<file path="src/lathe_panel_regs.svh">
`ifndef LATHE_PANEL_REGS_SVH
`define LATHE_PANEL_REGS_SVH
// Clock rate and base tick; the eight times after the tick are in milliseconds of the tick.
`define CLK_KHZ     32'h0000_2710
`define TICK_US     32'h0000_03E8
`define US_PER_MS   32'h0000_03E8
`define DEB_MS      8'h14
`define LONG_MS     16'h03E8
`define OVL_MS      16'h07D0
`define PRESET_MS   16'h07D0
`define REDIT_MS    16'h0BB8
`define SAFETY_MS   16'h03E8
`define RAMP_MS     16'h0064
`define MT_UNIT_MS  16'h0064
// Key positions inside the packed key vector.
`define K_MODE      3'h4
`define K_START     3'h3
`define K_STOP      3'h2
`define K_FAST      3'h1
`define K_MARK      3'h0
// Parameter slots, also the nonvolatile word addresses.
`define P_MAIN      3'h0
`define P_LAND      3'h1
`define P_WIDTH     3'h2
`define P_PITCH     3'h3
`define P_MTIME     3'h4
`define P_LAST      3'h4
// Main parameter bits and displayed speeds.
`define MAIN_SPEED_BIT 0
`define MAIN_HOLD_BIT  1
`define MAIN_MAX    16'h0003
`define SPEED33     16'h0021
`define SPEED45     16'h002D
// Limits and reset defaults (micrometres; mark time in 100 ms units).
`define LAND_MIN    16'h0004
`define LAND_MAX    16'h0078
`define LAND_DEF    16'h0028
`define WIDTH_MIN   16'h0032
`define WIDTH_MAX   16'h0078
`define WIDTH_DEF   16'h0050
`define PITCH_MIN   16'h0190
`define PITCH_MAX   16'h044C
`define PITCH_NOM   16'h0320
`define MT_MIN      16'h0003
`define MT_MAX      16'h000F
`define MT_NOM      16'h000A
// Carriage drive rates.
`define JOG_START   8'h01
`define JOG_MAX     8'hFF
`define FIXED_RATE  8'h40
`endif

</file>
<file path="src/lathe_panel_pkg.sv">
`default_nettype none
package lathe_panel_pkg;
  typedef struct packed {
    logic mode;
    logic start;
    logic stop;
    logic fast;
    logic mark;
  } key_t;
  typedef enum logic [1:0] {line_monitor = 2'h0, feedback_monitor = 2'h1, pickup_monitor = 2'h2} monitor_t;
  typedef enum logic [3:0] {disp_anim = 4'h1, disp_preset = 4'h2, disp_meter = 4'h4, disp_param = 4'h8} disp_mode_t;
  typedef struct packed {
    disp_mode_t  mode;
    logic [2:0]  sel;
    logic [15:0] value;
  } disp_t;
  typedef enum logic [7:0] {st_load = 8'h01, st_preset = 8'h02, st_stop = 8'h04, st_edit = 8'h08,
                            st_save = 8'h10, st_arm = 8'h20, st_rec = 8'h40, st_redit = 8'h80} state_t;
  typedef enum logic [8:0] {fd_idle = 9'h001, fd_jog = 9'h002, fd_skip = 9'h004, fd_safety = 9'h008,
                            fd_leadin = 9'h010, fd_cut = 9'h020, fd_mark = 9'h040, fd_leadout = 9'h080,
                            fd_lock = 9'h100} feed_t;
  typedef struct packed {
    logic        req;
    logic        we;
    logic [2:0]  addr;
    logic [15:0] wdata;
  } nvm_req_t;
  typedef struct packed {
    logic [15:0] main;
    logic [15:0] land;
    logic [15:0] width;
    logic [15:0] pitch;
    logic [15:0] mtime;
  } param_set_t;
endpackage
`default_nettype wire

</file>
<file path="src/lathe_panel_controller.sv">
`timescale 1ns/1ps
`default_nettype none
`include "lathe_panel_regs.svh"
module lathe_panel_controller
  import lathe_panel_pkg::*;
#(
  parameter int unsigned TICK_CYC = `CLK_KHZ * `TICK_US / `US_PER_MS
)(
  input  wire logic        ref_clk,
  input  wire logic        rst,
  input  wire key_t        keys,        // High while a key is held.
  input  wire logic        overload,
  input  wire logic        platter_rev, // One pulse per platter revolution.
  input  wire logic        feed_step,   // One pulse per micrometre of travel.
  input  wire logic        area_end,
  input  wire logic        nvm_ack,
  input  wire logic [15:0] nvm_rdata,
  output var  nvm_req_t    nvm,
  output var  disp_t       display,
  output var  key_t        lights,
  output var  monitor_t    monitor,
  output var  logic        amp_mute,
  output var  feed_t       feed_cmd,
  output var  logic [7:0]  motor_rate,
  output var  param_set_t  params
);

  logic [15:0] tick_cnt_r;
  logic        tick;
  logic [4:0]  key_raw;
  logic [4:0]  stable_r;
  logic [4:0]  prev_r;
  logic [4:0]  long_r;
  logic [4:0]  long_prev_r;
  logic [4:0]  press;
  logic [4:0]  rel;
  logic [4:0]  short_rel;
  logic [4:0]  long_ev;
  logic [7:0]  deb_cnt_r [0:4];
  logic [15:0] hold_r [0:4];
  logic [15:0] param_r [0:4];
  state_t      state_r;
  feed_t       feed_r;
  feed_t       feed_nxt;
  logic [2:0]  idx_r;
  logic [2:0]  sel_r;
  logic [15:0] tmr_r;
  logic [15:0] feed_tmr_r;
  logic [15:0] step_cnt_r;
  logic [15:0] ovl_cnt_r;
  logic [15:0] mark_ms;
  logic [7:0]  jog_rate_r;
  logic        rev_seen_r;
  logic        edit_on;
  logic        rec_on;
  logic        rec_go;
  logic        rec_done;
  logic        stop_rec;

  function automatic logic [15:0] lim_lo(input logic [2:0] idx);
    case (idx)
      `P_LAND:  lim_lo = `LAND_MIN;
      `P_WIDTH: lim_lo = `WIDTH_MIN;
      `P_PITCH: lim_lo = `PITCH_MIN;
      `P_MTIME: lim_lo = `MT_MIN;
      default:  lim_lo = 16'h0000;
    endcase
  endfunction

  function automatic logic [15:0] lim_hi(input logic [2:0] idx);
    case (idx)
      `P_LAND:  lim_hi = `LAND_MAX;
      `P_WIDTH: lim_hi = `WIDTH_MAX;
      `P_PITCH: lim_hi = `PITCH_MAX;
      `P_MTIME: lim_hi = `MT_MAX;
      default:  lim_hi = `MAIN_MAX;
    endcase
  endfunction

  // Bit 16 is the borrow of a decrement below zero, so it clamps low.
  function automatic logic [15:0] clamp(input logic [2:0] idx, input logic [16:0] v);
    if (v[16] || (v[15:0] < lim_lo(idx)))
      clamp = lim_lo(idx);
    else if (v[15:0] > lim_hi(idx))
      clamp = lim_hi(idx);
    else
      clamp = v[15:0];
  endfunction

  // Millisecond tick; every timer in the block counts these pulses.
  always_ff @(posedge ref_clk or posedge rst)
  begin
    if (rst)
      tick_cnt_r <= 16'h0000;
    else if (tick)
      tick_cnt_r <= 16'h0000;
    else
      tick_cnt_r <= tick_cnt_r + 16'h0001;
  end
  assign tick = (tick_cnt_r == 16'(TICK_CYC - 1));

  // debounce and classification.
  // A key changes state only after it has read steady for the debounce time.
  assign key_raw = keys;
  always_ff @(posedge ref_clk or posedge rst)
  begin
    if (rst)
    begin
      stable_r    <= 5'h00;
      prev_r      <= 5'h00;
      long_r      <= 5'h00;
      long_prev_r <= 5'h00;
      for (int i = 0; i < 5; i++)
      begin
        deb_cnt_r[i] <= 8'h00;
        hold_r[i]    <= 16'h0000;
      end
    end
    else
    begin
      prev_r      <= stable_r;
      long_prev_r <= long_r;
      for (int i = 0; i < 5; i++)
      begin
        if (key_raw[i] == stable_r[i])
          deb_cnt_r[i] <= 8'h00;
        else if (tick && (deb_cnt_r[i] == `DEB_MS - 8'h01))
        begin
          stable_r[i]  <= key_raw[i];
          deb_cnt_r[i] <= 8'h00;
        end
        else if (tick)
          deb_cnt_r[i] <= deb_cnt_r[i] + 8'h01;
        if (!stable_r[i])
        begin
          hold_r[i] <= 16'h0000;
          long_r[i] <= 1'b0;
        end
        else if (tick && !long_r[i])
        begin
          hold_r[i] <= hold_r[i] + 16'h0001;
          if (hold_r[i] == `LONG_MS - 16'h0001)
            long_r[i] <= 1'b1;
        end
      end
    end
  end

  // A release counts as short only when the hold never reached one second.
  assign press     = stable_r & ~prev_r;
  assign rel       = ~stable_r & prev_r;
  assign short_rel = rel & ~long_r;
  assign long_ev   = long_r & ~long_prev_r;

  assign edit_on  = (state_r == st_edit) || (state_r == st_redit);
  assign rec_on   = (state_r == st_rec) || (state_r == st_redit);
  assign rec_go   = (state_r == st_arm) && rel[`K_START];
  assign stop_rec = rec_on && press[`K_STOP];
  assign rec_done = (feed_r == fd_lock) && platter_rev && rev_seen_r;
  assign mark_ms  = 16'(param_r[`P_MTIME] * `MT_UNIT_MS);

  // Panel state sequencing; start is not decoded in the recording states.
  always_ff @(posedge ref_clk or posedge rst)
  begin
    if (rst)
    begin
      state_r <= st_load;
      idx_r   <= 3'h0;
      sel_r   <= 3'h0;
      tmr_r   <= 16'h0000;
    end
    else
    begin
      case (state_r)
        st_load:
        begin
          if (tick)
            tmr_r <= tmr_r + 16'h0001;
          if (nvm_ack && (idx_r == `P_LAST))
          begin
            idx_r   <= 3'h0;
            tmr_r   <= 16'h0000;
            state_r <= st_preset;
          end
          else if (nvm_ack)
            idx_r <= idx_r + 3'h1;
        end
        st_preset:
        begin
          if (tick)
            tmr_r <= tmr_r + 16'h0001;
          if (tick && (tmr_r == `PRESET_MS - 16'h0001))
            state_r <= st_stop;
        end
        st_stop:
        begin
          if ((feed_r == fd_idle) && long_ev[`K_MODE])
          begin
            sel_r   <= `P_MAIN;
            state_r <= st_edit;
          end
          else if ((feed_r == fd_idle) && press[`K_START])
            state_r <= st_arm;
        end
        st_edit:
        begin
          if (short_rel[`K_MODE])
            sel_r <= (sel_r == `P_LAST) ? `P_MAIN : sel_r + 3'h1;
          if (press[`K_START])
          begin
            idx_r   <= 3'h0;
            state_r <= st_save;
          end
          else if (press[`K_STOP])
            state_r <= st_stop;
        end
        st_save:
        begin
          if (nvm_ack && (idx_r == `P_LAST))
          begin
            idx_r   <= 3'h0;
            state_r <= st_stop;
          end
          else if (nvm_ack)
            idx_r <= idx_r + 3'h1;
        end
        st_arm:
        begin
          if (rec_go)
            state_r <= st_rec;
          else if (press[`K_STOP])
            state_r <= st_stop;
        end
        st_rec:
        begin
          if (rec_done)
            state_r <= st_stop;
          else if (long_ev[`K_MODE])
          begin
            sel_r   <= `P_LAND;
            tmr_r   <= 16'h0000;
            state_r <= st_redit;
          end
        end
        st_redit:
        begin
          if (rec_done)
            state_r <= st_stop;
          else if ((press | short_rel) != 5'h00)
            tmr_r <= 16'h0000;
          else if (tick && (tmr_r == `REDIT_MS - 16'h0001))
            state_r <= st_rec;
          else if (tick)
            tmr_r <= tmr_r + 16'h0001;
          if (short_rel[`K_MODE])
            sel_r <= (sel_r == `P_LAND) ? `P_MTIME : `P_LAND;
        end
        default: state_r <= st_load;
      endcase
    end
  end

  // Working parameters; loaded words are clamped so a blank memory stays legal.
  always_ff @(posedge ref_clk or posedge rst)
  begin
    if (rst)
    begin
      param_r[`P_MAIN]  <= 16'h0000;
      param_r[`P_LAND]  <= `LAND_DEF;
      param_r[`P_WIDTH] <= `WIDTH_DEF;
      param_r[`P_PITCH] <= `PITCH_NOM;
      param_r[`P_MTIME] <= `MT_NOM;
    end
    else if ((state_r == st_load) && nvm_ack)
      param_r[idx_r] <= clamp(idx_r, {1'b0, nvm_rdata});
    else if (edit_on && press[`K_MARK])
      param_r[sel_r] <= clamp(sel_r, {1'b0, param_r[sel_r]} + 17'h0_0001);
    else if (edit_on && press[`K_FAST])
      param_r[sel_r] <= clamp(sel_r, {1'b0, param_r[sel_r]} - 17'h0_0001);
  end
  assign params = {param_r[`P_MAIN], param_r[`P_LAND], param_r[`P_WIDTH], param_r[`P_PITCH], param_r[`P_MTIME]};

  // Memory requests hold until acknowledged, one word per acknowledge.
  assign nvm = '{req:   (state_r == st_load) || (state_r == st_save),
                 we:    (state_r == st_save),
                 addr:  idx_r,
                 wdata: param_r[idx_r]};

  // Carriage sequence; fast and mark drive the feed only outside editing.
  always_comb
  begin
    feed_nxt = feed_r;
    case (feed_r)
      fd_idle:
        if (rec_go)
          feed_nxt = fd_safety;
        else if ((state_r == st_stop) && press[`K_FAST])
          feed_nxt = fd_jog;
        else if ((state_r == st_stop) && press[`K_MARK])
          feed_nxt = fd_skip;
      fd_jog:
        if (!stable_r[`K_FAST])
          feed_nxt = fd_idle;
      fd_skip:
        if (step_cnt_r >= param_r[`P_PITCH])
          feed_nxt = fd_idle;
      fd_safety:
        if (stop_rec)
          feed_nxt = fd_lock;
        else if (feed_tmr_r >= `SAFETY_MS)
          feed_nxt = fd_leadin;
      fd_leadin:
        if (stop_rec)
          feed_nxt = fd_lock;
        else if (platter_rev && rev_seen_r)
          feed_nxt = fd_cut;
      fd_cut:
        if (stop_rec)
          feed_nxt = fd_lock;
        else if ((state_r == st_rec) && press[`K_FAST])
          feed_nxt = fd_leadout;
        else if ((state_r == st_rec) && press[`K_MARK])
          feed_nxt = fd_mark;
      fd_mark:
        if (stop_rec)
          feed_nxt = fd_lock;
        else if (feed_tmr_r >= mark_ms)
          feed_nxt = fd_cut;
      fd_leadout:
        if (stop_rec || area_end)
          feed_nxt = fd_lock;
        else if ((state_r == st_rec) && press[`K_MARK])
          feed_nxt = fd_cut;
      fd_lock:
        if (rec_done)
          feed_nxt = fd_idle;
      default: feed_nxt = fd_idle;
    endcase
  end

  // Timers restart on every feed change; the revolution flag skips a partial turn.
  always_ff @(posedge ref_clk or posedge rst)
  begin
    if (rst)
    begin
      feed_r     <= fd_idle;
      feed_tmr_r <= 16'h0000;
      step_cnt_r <= 16'h0000;
      rev_seen_r <= 1'b0;
      jog_rate_r <= `JOG_START;
    end
    else
    begin
      feed_r <= feed_nxt;
      if (feed_nxt != feed_r)
      begin
        feed_tmr_r <= 16'h0000;
        step_cnt_r <= 16'h0000;
        rev_seen_r <= 1'b0;
        jog_rate_r <= `JOG_START;
      end
      else
      begin
        if (platter_rev)
          rev_seen_r <= 1'b1;
        if (feed_step)
          step_cnt_r <= step_cnt_r + 16'h0001;
        if ((feed_r == fd_jog) && tick && (feed_tmr_r == `RAMP_MS - 16'h0001))
        begin
          feed_tmr_r <= 16'h0000;
          if (jog_rate_r != `JOG_MAX)
            jog_rate_r <= jog_rate_r + 8'h01;
        end
        else if (tick && (feed_tmr_r != 16'hFFFF))
          feed_tmr_r <= feed_tmr_r + 16'h0001;
      end
    end
  end

  // Cutting and lockgroove rates come from the groove logic outside, so zero here.
  always_ff @(posedge ref_clk or posedge rst)
  begin
    if (rst)
    begin
      feed_cmd   <= fd_idle;
      motor_rate <= 8'h00;
    end
    else
    begin
      feed_cmd <= feed_r;
      case (feed_r)
        fd_jog:                                motor_rate <= jog_rate_r;
        fd_skip, fd_leadin, fd_mark, fd_leadout: motor_rate <= `FIXED_RATE;
        default:                               motor_rate <= 8'h00;
      endcase
    end
  end

  always_ff @(posedge ref_clk or posedge rst)
  begin
    if (rst)
      monitor <= line_monitor;
    else if (short_rel[`K_MODE] && ((state_r == st_stop) || (state_r == st_rec)))
    begin
      case (monitor)
        line_monitor:     monitor <= feedback_monitor;
        feedback_monitor: monitor <= pickup_monitor;
        default:          monitor <= line_monitor;
      endcase
    end
  end

  // overload mute
  // Mute releases as soon as the overload clears.
  always_ff @(posedge ref_clk or posedge rst)
  begin
    if (rst)
    begin
      ovl_cnt_r <= 16'h0000;
      amp_mute  <= 1'b0;
    end
    else if (!overload)
    begin
      ovl_cnt_r <= 16'h0000;
      amp_mute  <= 1'b0;
    end
    else if (tick && !amp_mute)
    begin
      ovl_cnt_r <= ovl_cnt_r + 16'h0001;
      if (ovl_cnt_r == `OVL_MS)
        amp_mute <= 1'b1;
    end
  end

  always_ff @(posedge ref_clk or posedge rst)
  begin
    if (rst)
      display <= '{mode: disp_anim, sel: 3'h0, value: 16'h0000};
    else
    begin
      case (state_r)
        st_load:   display <= '{mode: disp_anim, sel: 3'h0, value: {13'h0000, tmr_r[9:7]}};
        st_preset: display <= '{mode: disp_preset, sel: `P_MAIN,
                                value: param_r[`P_MAIN][`MAIN_SPEED_BIT] ? `SPEED45 : `SPEED33};
        st_edit, st_redit, st_save:
                   display <= '{mode: disp_param, sel: sel_r, value: param_r[sel_r]};
        default:   display <= '{mode: disp_meter, sel: 3'h0, value: 16'h0000};
      endcase
    end
  end

  always_ff @(posedge ref_clk or posedge rst)
  begin
    if (rst)
      lights <= 5'h00;
    else
    begin
      lights.mode  <= edit_on || (state_r == st_save);
      lights.start <= (state_r == st_arm) || rec_on;
      lights.stop  <= (state_r == st_stop);
      lights.fast  <= (feed_r == fd_jog) || (feed_r == fd_leadout);
      lights.mark  <= (feed_r == fd_safety) || (feed_r == fd_leadin) || (feed_r == fd_mark) || (feed_r == fd_skip);
    end
  end

endmodule
`default_nettype wire

</file>
<file path="config.mk">
export PLATFORM = sky130hd
export DESIGN_NAME = lathe_panel_controller
export DESIGN_NICKNAME = d
export VERILOG_FILES = /design/src/lathe_panel_pkg.sv /design/src/lathe_panel_controller.sv
export VERILOG_INCLUDE_DIRS = /design/src
export SDC_FILE = /design/constraint.sdc
export NUM_CORES = 1
export LEC_CHECK = 0
export ABC_AREA = 1
export BUFFER_PORTS_ARGS = -buffer_cell sky130_fd_sc_hd__buf_4
export CAP_MARGIN = 0
export CORE_MARGIN = 2
export CORE_UTILIZATION = 38
export DETAILED_ROUTE_END_ITERATION = 16
export PLACE_DENSITY = 0.5
export SLEW_MARGIN = 20
export SYNTH_ARGS = -nofsm -noshare
export SYNTH_HDL_FRONTEND = slang
export SYNTH_SLANG_ARGS = --single-unit
</file>
<file path="constraint.sdc">
create_clock -name ref_clk -period 11.8 [get_ports ref_clk]
set_input_delay 0.59 -clock ref_clk [delete_from_list [all_inputs] [get_ports ref_clk]]
set_output_delay 0.59 -clock ref_clk [all_outputs]
set_load 0.01 [all_outputs]
</file>
Yosys cells after proc, flatten, opt, wreduce, memory -nomap -nowiden
Index checks and enable logic that the tools add are counted.
W data, S select, Z words.
- bits in registers: 380
- output and inout bits: 149
- add/subtract/negate cells: 20
- multipliers: 1
- order comparisons: 13
- equal/unequal tests: 77
- muxes and demuxes: 159
- bitwise operators: 16
- reductions and logical operators: 90
- operator list (cell ; number):
    $mux W16 ; 58
    $mux W8 ; 31
    $bwmux W80 ; 3
    $mux W80 ; 3
    $add A16 B1 Y16 const B ; 10
    $mux W9 ; 17
    $bmux W16 S3 ; 2
    $demux W16 S3 ; 2
    $pmux W9 S9 ; 1
    $eq A16 B10 Y1 const B ; 5
    $pmux W9 S4 ; 2
    $pmux W23 S3 ; 1
    $pmux W11 S3 ; 2
    $pmux W16 S4 ; 1
    $pmux W8 S8 ; 1
    $add A8 B1 Y8 const B ; 6
    $eq A8 B5 Y1 const B ; 6
    $gt A16 B16 Y1 ; 3
    $lt A16 B16 Y1 ; 3
    $logic_and A1 B1 Y1 ; 34
    $eq A16 B11 Y1 const B ; 2
    $ge A16 B16 Y1 ; 2
    $mux W3 ; 10
    $ne A2 B1 Y1 const B ; 13
    64 further kinds ; 158

Logic depth before layout (Yosys ltp)
Gate-level depths: netlist (run 1).
- depth in word-level cells: 22
- depth in mapped cells: 32
- gate-level depth less buffers: 31

Worst setup path after synthesis (run 1)
OpenSTA, ideal clock, no wires.
- path type: register to register
- start point: reg param_r, in the netlist params[3]
- end point: reg feed_tmr_r[15]
- library setup time: 72 ps
- arrival time: 5051 ps
- setup slack: 6677 ps
- stages on the path, launching flop included: 33
- path buffers: 1
- period minus slack after synthesis: 5123 ps
- path through: dfstp_2 > ha_1 > ha_1 > fa_1 > ha_1 > inv_1 > o31ai_1 > a21oi_1 > nor2_1 > nor2_1 > o31ai_1 > nand2_1 > nand2_1 > a21oi_1 > xor2_1 > ha_1 > nand2_1 > inv_1 > nand3_1 > inv_1 > a21oi_1 > a21boi_0 > nand2_1 > nand2_1 > nand3_1 > nand2_1 > nand3_1 > nor2_1 > nand2_1 > nor2_2 > nand2_2 > buf_2 > nor2_1
- word-level cells in the longest chain between the ends: 7
- ends and longest elaborated chain (what ; line ; RTL):
    start, declared ; lathe_panel_controller.sv:41 ; logic [15:0] param_r [0:4];
    start signal, assigned by index ; lathe_panel_controller.sv:269 ; param_r[`P_LAND] <= `LAND_DEF;
    start signal, assigned by index ; lathe_panel_controller.sv:270 ; param_r[`P_WIDTH] <= `WIDTH_DEF;
    start signal, assigned by index ; lathe_panel_controller.sv:271 ; param_r[`P_PITCH] <= `PITCH_NOM;
    $mul A16 B5 Y14 (no source line) * ; n/a ;
    $ge A16 B16 Y1 * ; lathe_panel_controller.sv:327 ; else if (feed_tmr_r >= mark_ms)
    $mux W9 * ; lathe_panel_controller.sv:327 ;
    $mux W9 * ; lathe_panel_controller.sv:325 ; if (stop_rec)
    $pmux W9 S9 * ; lathe_panel_controller.sv:293 ; case (feed_r)
    via feed_nxt[5] ; lathe_panel_controller.sv:44 ; feed_t feed_nxt;
    $ne A9 B9 Y1 * ; lathe_panel_controller.sv:355 ; if (feed_nxt != feed_r)
    $reduce_bool A3 Y1 (no source line) or $mux W16 (tied branches) ; n/a ;
    end signal, assigned ; lathe_panel_controller.sv:375 ; feed_tmr_r <= feed_tmr_r + 16'h0001;
    end, declared ; lathe_panel_controller.sv:48 ; logic [15:0] feed_tmr_r;
The timed path passes the listed nets; every way through them passes the cells marked *.
A chain may end at the register's enable or synchronous reset.

Final worst setup path (run 1)
- start point: reg param_r, in the netlist params[3]
- end point: reg jog_rate_r[5]
- word-level cells in the longest chain between the ends: 8
- ends and longest elaborated chain (what ; line ; RTL):
    $mul A16 B5 Y14 (no source line) * ; n/a ;
    $ge A16 B16 Y1 * ; lathe_panel_controller.sv:327 ;
    $mux W9 * ; lathe_panel_controller.sv:327 ;
    $mux W9 * ; lathe_panel_controller.sv:325 ;
    $pmux W9 S9 * ; lathe_panel_controller.sv:293 ;
    via feed_nxt[5] ; lathe_panel_controller.sv:44 ;
    $ne A9 B9 Y1 * ; lathe_panel_controller.sv:355 ;
    $reduce_bool A2 Y1 (no source line) ; n/a ;
    $reduce_and A2 Y1 (no source line) ; n/a ;
    end signal, assigned ; lathe_panel_controller.sv:350 ; jog_rate_r <= `JOG_START;
    end signal, assigned ; lathe_panel_controller.sv:360 ; jog_rate_r <= `JOG_START;
    end signal, assigned ; lathe_panel_controller.sv:372 ; jog_rate_r <= jog_rate_r + 8'h01;
    end, declared ; lathe_panel_controller.sv:52 ; logic [7:0] jog_rate_r;
Marks and branches as above.

==> impl_metrics.py, run 1 <==
metrics = {
    "clocking": {
        "cts_tree": "yes",
        "cts.sinks": 376,
        "postCtsHoldBufs": 0,
        "numCtsBuffers": 47,
        "cts_root_buf": "clkbuf_16",
        "cts.clk_slew.worst_paths_ns": 0.06,
        "cts_resized": 0,
        "post_cts_buffers": 0,
        "htree_levels": 2,
        "clkLatencyLatePin_ns": 0.61,
        "clockBufferDepth": 3,
    },
    "global_route": {
        "grt_max_degree": 83,
        "grt_overflow_total": 0,
        "antenna_found_initial": 2,
        "grt_pass1_vias": 22750,
        "grt_pass1_wl_um": 130100,
        "grt_use_total_pct": 24.76,
    },
    "timing": {
        "slew_viol_final": 0,
        "tightestPinTransition_ns": 1.313,
        "rsz0062_at_grt": "false",
        "max_freq_mhz": 148.5,
        "fin_setup_tns_ns": 0,
        "hold_viol": 0,
        "post-route-period-util_pct": 57.06,
        "finalSetupViolCount": 0,
        "min_period_ns": 6.734,
        "slew-limit-headroom_pct": 12.13,
        "hold_slack_ns": 0.06220,
        "clock-skew-final_ns": 0.01901,
    },
    "critical_path": {
        "worstPathMaxFanout": 23,
        "cp_top_family": "simple AND/OR/NAND/NOR gates",
        "critPathKind": "reg2reg",
        "cp-start-kind": "flop",
        "cp_num_buf_inv": 3,
        "worstReg2RegEnd": "jog_rate_r[5]",
        "rrSetupSlack_ns": 5.07,
        "cp.required_ns": 12.34,
        "end_kind": "flop",
        "cpMaxStageDelayCell": "a21boi_0",
        "reg2reg_from": "params[3]",
        "max_stage_delay_ns": 0.75,
        "reg2regPathDepth": 31,
        "worstPathArrival_ns": 7.27,
        "cp_common_cell": "nand2_1",
    },
    "die": {
        "ios": 177,
        "die_h_um": 258.6,
        "start_util_pct": 38.34,
        "die_w_um": 258.6,
        "dieArea_um2": 66850,
        "num_rows": 93,
        "coreArea_um2": 64230,
    },
    "routing": {
        "wl_um": 84020,
        "antenna_left": 0,
        "drt_iter0_markers": 1845,
        "drt_pass1_iterations": 6,
        "vias_per_cell": 5.411,
        "wl_per_cell_um": 19.16,
        "route.detailed.drc": 0,
        "num_vias": 23730,
    },
    "synth": {
        "synth_xor_area_share_pct": 2.098,
        "yosys.area_share.adder_pct": 7.256,
        "synth.cell_area_um2": 24620,
        "synth-seq-area-share_pct": 38.28,
        "yosys_register_bits": 376,
        "synth-async-reset-ratio_pct": 100.0,
        "synth_compound_area_share_pct": 12.57,
        "yosysWarnings": 0,
        "synth_top_family_by_area": "simple AND/OR/NAND/NOR gates",
        "synthCells": 3327,
        "yosys.area_share.simple_pct": 29.77,
        "synth_edf_count": 0,
        "synth_ff_type": "dfrtp_1",
        "synth_nets": 3493,
        "synth.avg_cell_area_um2": 7.402,
        "ys_types": 69,
        "synthMuxAreaShare_pct": 0.09146,
    },
    "power": {
        "power.density_nw_per_um2": 261.9,
        "p_clk_share_pct": 20.8,
        "switching_power_mw": 3.743,
        "cellInternalPower_mw": 3.708,
        "pwr-share-seq_pct": 23.2,
        "combPwrFrac_pct": 56.0,
        "vdd_drop_max_v": 0.0001531,
        "switching_share_pct": 50.23,
        "p_leak_nw": 13.76,
    },
    "cells_and_area": {
        "ff_latch_area_um2": 9427,
        "n_fill_cell": 6611,
        "nNetsFinal": 3658,
        "drive_above_1_share_pct": 11.07,
        "multiInputGateArea_um2": 12780,
        "antenna_cells": 0,
        "area_growth_pct": 15.52,
        "final_cell_mix": "nand2_1 (570), inv_1 (521), nor2_1 (369), dfrtp_1 (362), nand3_1 (276)",
        "layout.cells.most_common": "nand2_1",
    },
    "placed_design": {
        "io_buffer_count": 176,
        "dp_hpwl_um": 63900,
        "gp_congestion": 0.9736,
    },
    "job": {
        "maxCapViolCount": 0,
    },
    "outcome": {
        "status": "completed",
    },
    "worst_hold_path": {
        "hold_class": "in2async",
    },
}
[metal layers]
metal,vias up,share of wire [%],GRT usage [%],wire length (um)
met4,2,4.7,11.10,3964
met2,762,48,42.63,40570
met5,-,0.011,0,9
met1,11360,42,31.01,34980
met3,175,5.3,3.179,4494
li1,11430,-,-,-
[stage by stage]
step | area [um^2] | std cells | utilization (%) | power (mW) | setup WS (ns)
5_1_grt | 28450 | 4386 | 44.29 | 7.946 | 4.534
6_report | 28450 | 4386 | 44.29 | 7.451 | 5.066
2_1_floorplan | 24620 | 3327 | - | 4.389 | 0.7892
3_3_place_gp | 26770 | 4298 | 41.67 | 5.790 | 5.060
3_5_place_dp | 26770 | 4298 | 41.67 | 5.840 | 5.032
4_1_cts | 28440 | 4386 | 44.28 | 7.430 | 5.011
[cell usage after synthesis (all sizes together), types with 4 or more instances]
cell type / n / area [um^2]
xor2: 42 / 367.9
nand3b: 4 / 30.03
o221ai: 4 / 35.03
a31oi: 30 / 187.7
o21ai: 160 / 857.1
a21boi: 4 / 30.03
or2: 6 / 37.54
a41oi: 6 / 52.55
nor2: 400 / 1697
nand3: 284 / 1469
clkinv: 6 / 22.52
a211oi: 15 / 112.6
dfstp: 14 / 367.9
nor3b: 9 / 67.56
o21a: 9 / 67.56
fa: 8 / 160.2
a21oi: 250 / 1259
nor3: 125 / 625.6
inv: 534 / 2007
buf: 31 / 240.2
a221oi: 5 / 43.79
nor4: 43 / 275.3
nand2: 593 / 2307
o31ai: 9 / 67.56
and3: 5 / 31.28
o22ai: 7 / 43.79
ha: 130 / 1627
nand4: 122 / 769.5
dfrtp: 362 / 9059
o22a: 4 / 35.03
xnor2: 17 / 148.9
clkbuf: 47 / 176.4
a22oi: 5 / 37.54
o211ai: 13 / 97.59
[worst max path at each step]
stage | end | cells past startpoint | from
after detailed placement | jog_rate_r[7] | 31 | params[3]
final | jog_rate_r[5] | 31 | params[3]
after global routing | jog_rate_r[5] | 31 | params[3]
after CTS | jog_rate_r[5] | 31 | params[3]
after global placement | jog_rate_r[5] | 31 | params[3]
after floorplan | amp_mute | 1 | rst
[flip-flops by register name, indices dropped and copies added (netlist names), 5 cells and up]
name and count:
deb_cnt_r 40, step_cnt_r 16, feed_r 9, long_r 5
stable_r 5, jog_rate_r 8, state_r 8, params 80
ovl_cnt_r 16, tick_cnt_r 16, feed_tmr_r 16, tmr_r 16
lights 5, display 23, feed_cmd 9, hold_r 80
motor_rate 8, prev_r 5
[worst reg2reg max path, delay by kind of cell (launching register included)]
family | cells | cell delay, ns
flops | 1 | 0.60
fa+ha+maj | 5 | 1.72
compound gates | 6 | 1.74
xor+xnor | 1 | 0.14
simple gates | 16 | 2.32
buf+inv | 3 | 0.15
[logic make-up (layout without fill, tap and decap cells)]
group / Yosys count / count (layout)
AO/OA/AOI/OAI: 540 / 540
AND/OR/NAND/NOR: 1594 / 1594
buffers and inverters: 618 / 822
XOR/XNOR: 59 / 59
adder cells (fa/ha/maj): 138 / 138
flip-flops: 376 / 376
multiplexers: 2 / 2
[area by class of cell]
| class | instances | share of cell area (%) |
|---|---|---|
| Clock buffer | 61 | 4.640 |
| Clock inverter | 27 | 1.236 |
| Inverter | 540 | 7.161 |
| Multi-Input combinational cell | 2333 | 44.93 |
| Sequential cell | 376 | 33.14 |
| Tap cell | 855 | 3.761 |
| Timing Repair Buffer | 194 | 5.133 |
[power by group through the flow]
stage,clock network (mW),logic [mW],registers [mW]
after floorplan,0,2.68,1.71
after global placement,0,4.05,1.74
after detailed placement,0,4.10,1.74
after CTS,1.60,4.11,1.72
after global routing,1.65,4.55,1.75
final,1.55,4.17,1.73
Power figures use the tool's default switching activity.
==> inputs of run 2 (changes only) <==
Clock period 11.8 ns to 6.4 ns, I/O delays scaled along.
==> impl_metrics.py, run 2 (synthesized netlist as in run 1, its figures left out) <==
metrics = {
    "global_route": {
        "met2_usage_pct": 41.82,
        "grt_util_met3_pct": 3.453,
        "grt_use_total_pct": 24.97,
        "grt_pass1_vias": 22690,
        "grt_pass1_wl_um": 130800,
        "grt_busiest_layer": "met2",
        "grtUsageMet1_pct": 32.32,
        "grt_max_degree": 152,
        "grt_overflow_total": 0,
        "antenna_found_initial": 3,
    },
    "routing": {
        "vias_per_cell": 5.365,
        "drt_pass1_iterations": 6,
        "wl_per_cell_um": 19.23,
        "antenna_left": 0,
        "wl_um": 84560,
        "route.detailed.drc": 0,
        "num_vias": 23590,
        "drt_iter0_markers": 1763,
    },
    "timing": {
        "tightestPinTransition_ns": 1.187,
        "clock-skew-final_ns": 0.03524,
        "finalSetupViolCount": 0,
        "min_period_ns": 5.669,
        "rsz0062_at_grt": "false",
        "slew_viol_final": 0,
        "fin_setup_tns_ns": 0,
        "hold_viol": 0,
        "max_freq_mhz": 176.4,
        "slew-limit-headroom_pct": 20.56,
        "timing.final.ws_setup_ns": 0.7308,
        "post-route-period-util_pct": 88.58,
    },
    "clocking": {
        "htree_levels": 2,
        "cts_tree": "yes",
        "cts.clk_slew.worst_paths_ns": 0.06,
        "clkLatencyLatePin_ns": 0.61,
        "cts.sinks": 376,
        "clockBufferDepth": 3,
        "numCtsBuffers": 46,
        "cts_resized": 0,
        "cts_root_buf": "clkbuf_16",
    },
    "cells_and_area": {
        "layout.cells.most_common": "nand2_1",
        "final_cell_mix": "nand2_1 (570), inv_1 (521), nor2_1 (369), dfrtp_1 (362), nand3_1 (276)",
        "n_fill_cell": 6585,
        "area_growth_pct": 15.83,
        "drive_above_1_share_pct": 10.98,
        "ff_latch_area_um2": 9427,
        "antenna_cells": 0,
        "multiInputGateArea_um2": 12770,
        "nNetsFinal": 3672,
    },
    "critical_path": {
        "max_stage_delay_ns": 0.61,
        "cp-start-kind": "flop",
        "cp_common_cell": "nand2_1",
        "critPathKind": "reg2reg",
        "rrSetupSlack_ns": 0.73,
        "cp_top_family": "adder cells",
        "cp.required_ns": 6.91,
        "cp_num_buf_inv": 4,
        "cpMaxStageDelayCell": "dfstp_2",
        "worstPathArrival_ns": 6.18,
        "worstPathMaxFanout": 16,
        "end_kind": "flop",
    },
    "placed_design": {
        "gp_congestion": 0.9292,
        "io_buffer_count": 176,
        "dp_hpwl_um": 64130,
        "post-place-ws_ns": 0.7278,
    },
    "worst_hold_path": {
        "hold_class": "in2reg",
    },
    "die": {
        "die_w_um": 258.6,
        "coreArea_um2": 64230,
        "start_util_pct": 38.34,
        "dieArea_um2": 66850,
        "die_h_um": 258.6,
        "ios": 177,
        "num_rows": 93,
    },
    "job": {
        "maxCapViolCount": 0,
    },
    "outcome": {
        "status": "completed",
    },
    "power": {
        "vdd_drop_max_v": 0.0003527,
        "power.density_nw_per_um2": 478.6,
        "p_leak_nw": 13.81,
    },
}
## run 2: cell types whose count changed in the layout (fill, tap and decap cells not counted), sizes merged
| cell | change |
|---|---|
| bufinv | +1 |
| clkinv | -3 |
| clkinvlp | -3 |
| dlygate4sd3 | +8 |
| clkbuf | +1 |
| buf | +7 |
## run 2: worst register-to-register path: cells and delay by family, from the launching register on
kind	cells	cell delay (ns)
AOI/OAI and AO/OA	7	1.36
xor gates and xnor gates	1	0.15
adders and majority gates	5	1.68
buffers and inverters	4	0.33
DFF	1	0.61
and+or+nand+nor	15	1.46
## run 2: where the power goes
part,internal [mW],switching [mW]
Combinational,2.41,5.25
Clock,1.69,1.11
Sequential,2.74,0.449
## run 2: cell type report
type	count	share of cell area (%)
repair buffers	209	5.659
multi-input cells	2333	44.78
clock buffers	62	4.492
clock inverters	22	1.145
inverters	540	7.128
flip-flops and latches	376	33.05
well taps	855	3.751
## run 2: path summary, 6_finish.rpt
path                            from       endpoint  cells after the start
min in group asynchronous        rst    feed_cmd[5]                      3
max in group asynchronous        rst  deb_cnt_r[21]                      5
hold / removal               keys[3]    stable_r[3]                      3
setup reg to reg           params[3]  feed_tmr_r[0]                     32
setup / recovery           params[3]  feed_tmr_r[0]                     32
hold reg to reg            feed_r[0]    feed_cmd[0]                      0
## run 2: stage by stage
step / cells / area (um^2) / hold WS (ns) / util, % / total power, mW
detailed placement: 4305 / 26830 / 0.3964 / 41.78 / 10.81
finish: 4397 / 28520 / 0.03046 / 44.41 / 13.65
global placement: 4305 / 26830 / 0.3935 / 41.77 / 10.73
global route: 4397 / 28520 / 0.02933 / 44.41 / 14.63
floorplan: 3327 / 24630 / 0.3519 / - / 8.093
CTS: 4397 / 28520 / 0.003572 / 44.41 / 13.70
## run 2: layer usage
| layer | routed length (um) | up-vias | part of all wire (%) |
|---|---|---|---|
| met5 | 7 | - | 0.0083 |
| met4 | 3735 | 2 | 4.4 |
| met3 | 4853 | 180 | 5.7 |
| met2 | 40240 | 715 | 48 |
| met1 | 35720 | 11240 | 42 |
| li1 | - | 11460 | - |
## run 2: repair_timing
action                    in CTS  in global routing
hold endpoints to repair      31                  0
hold buffers                   8                  0
setup buffers                  0                  0
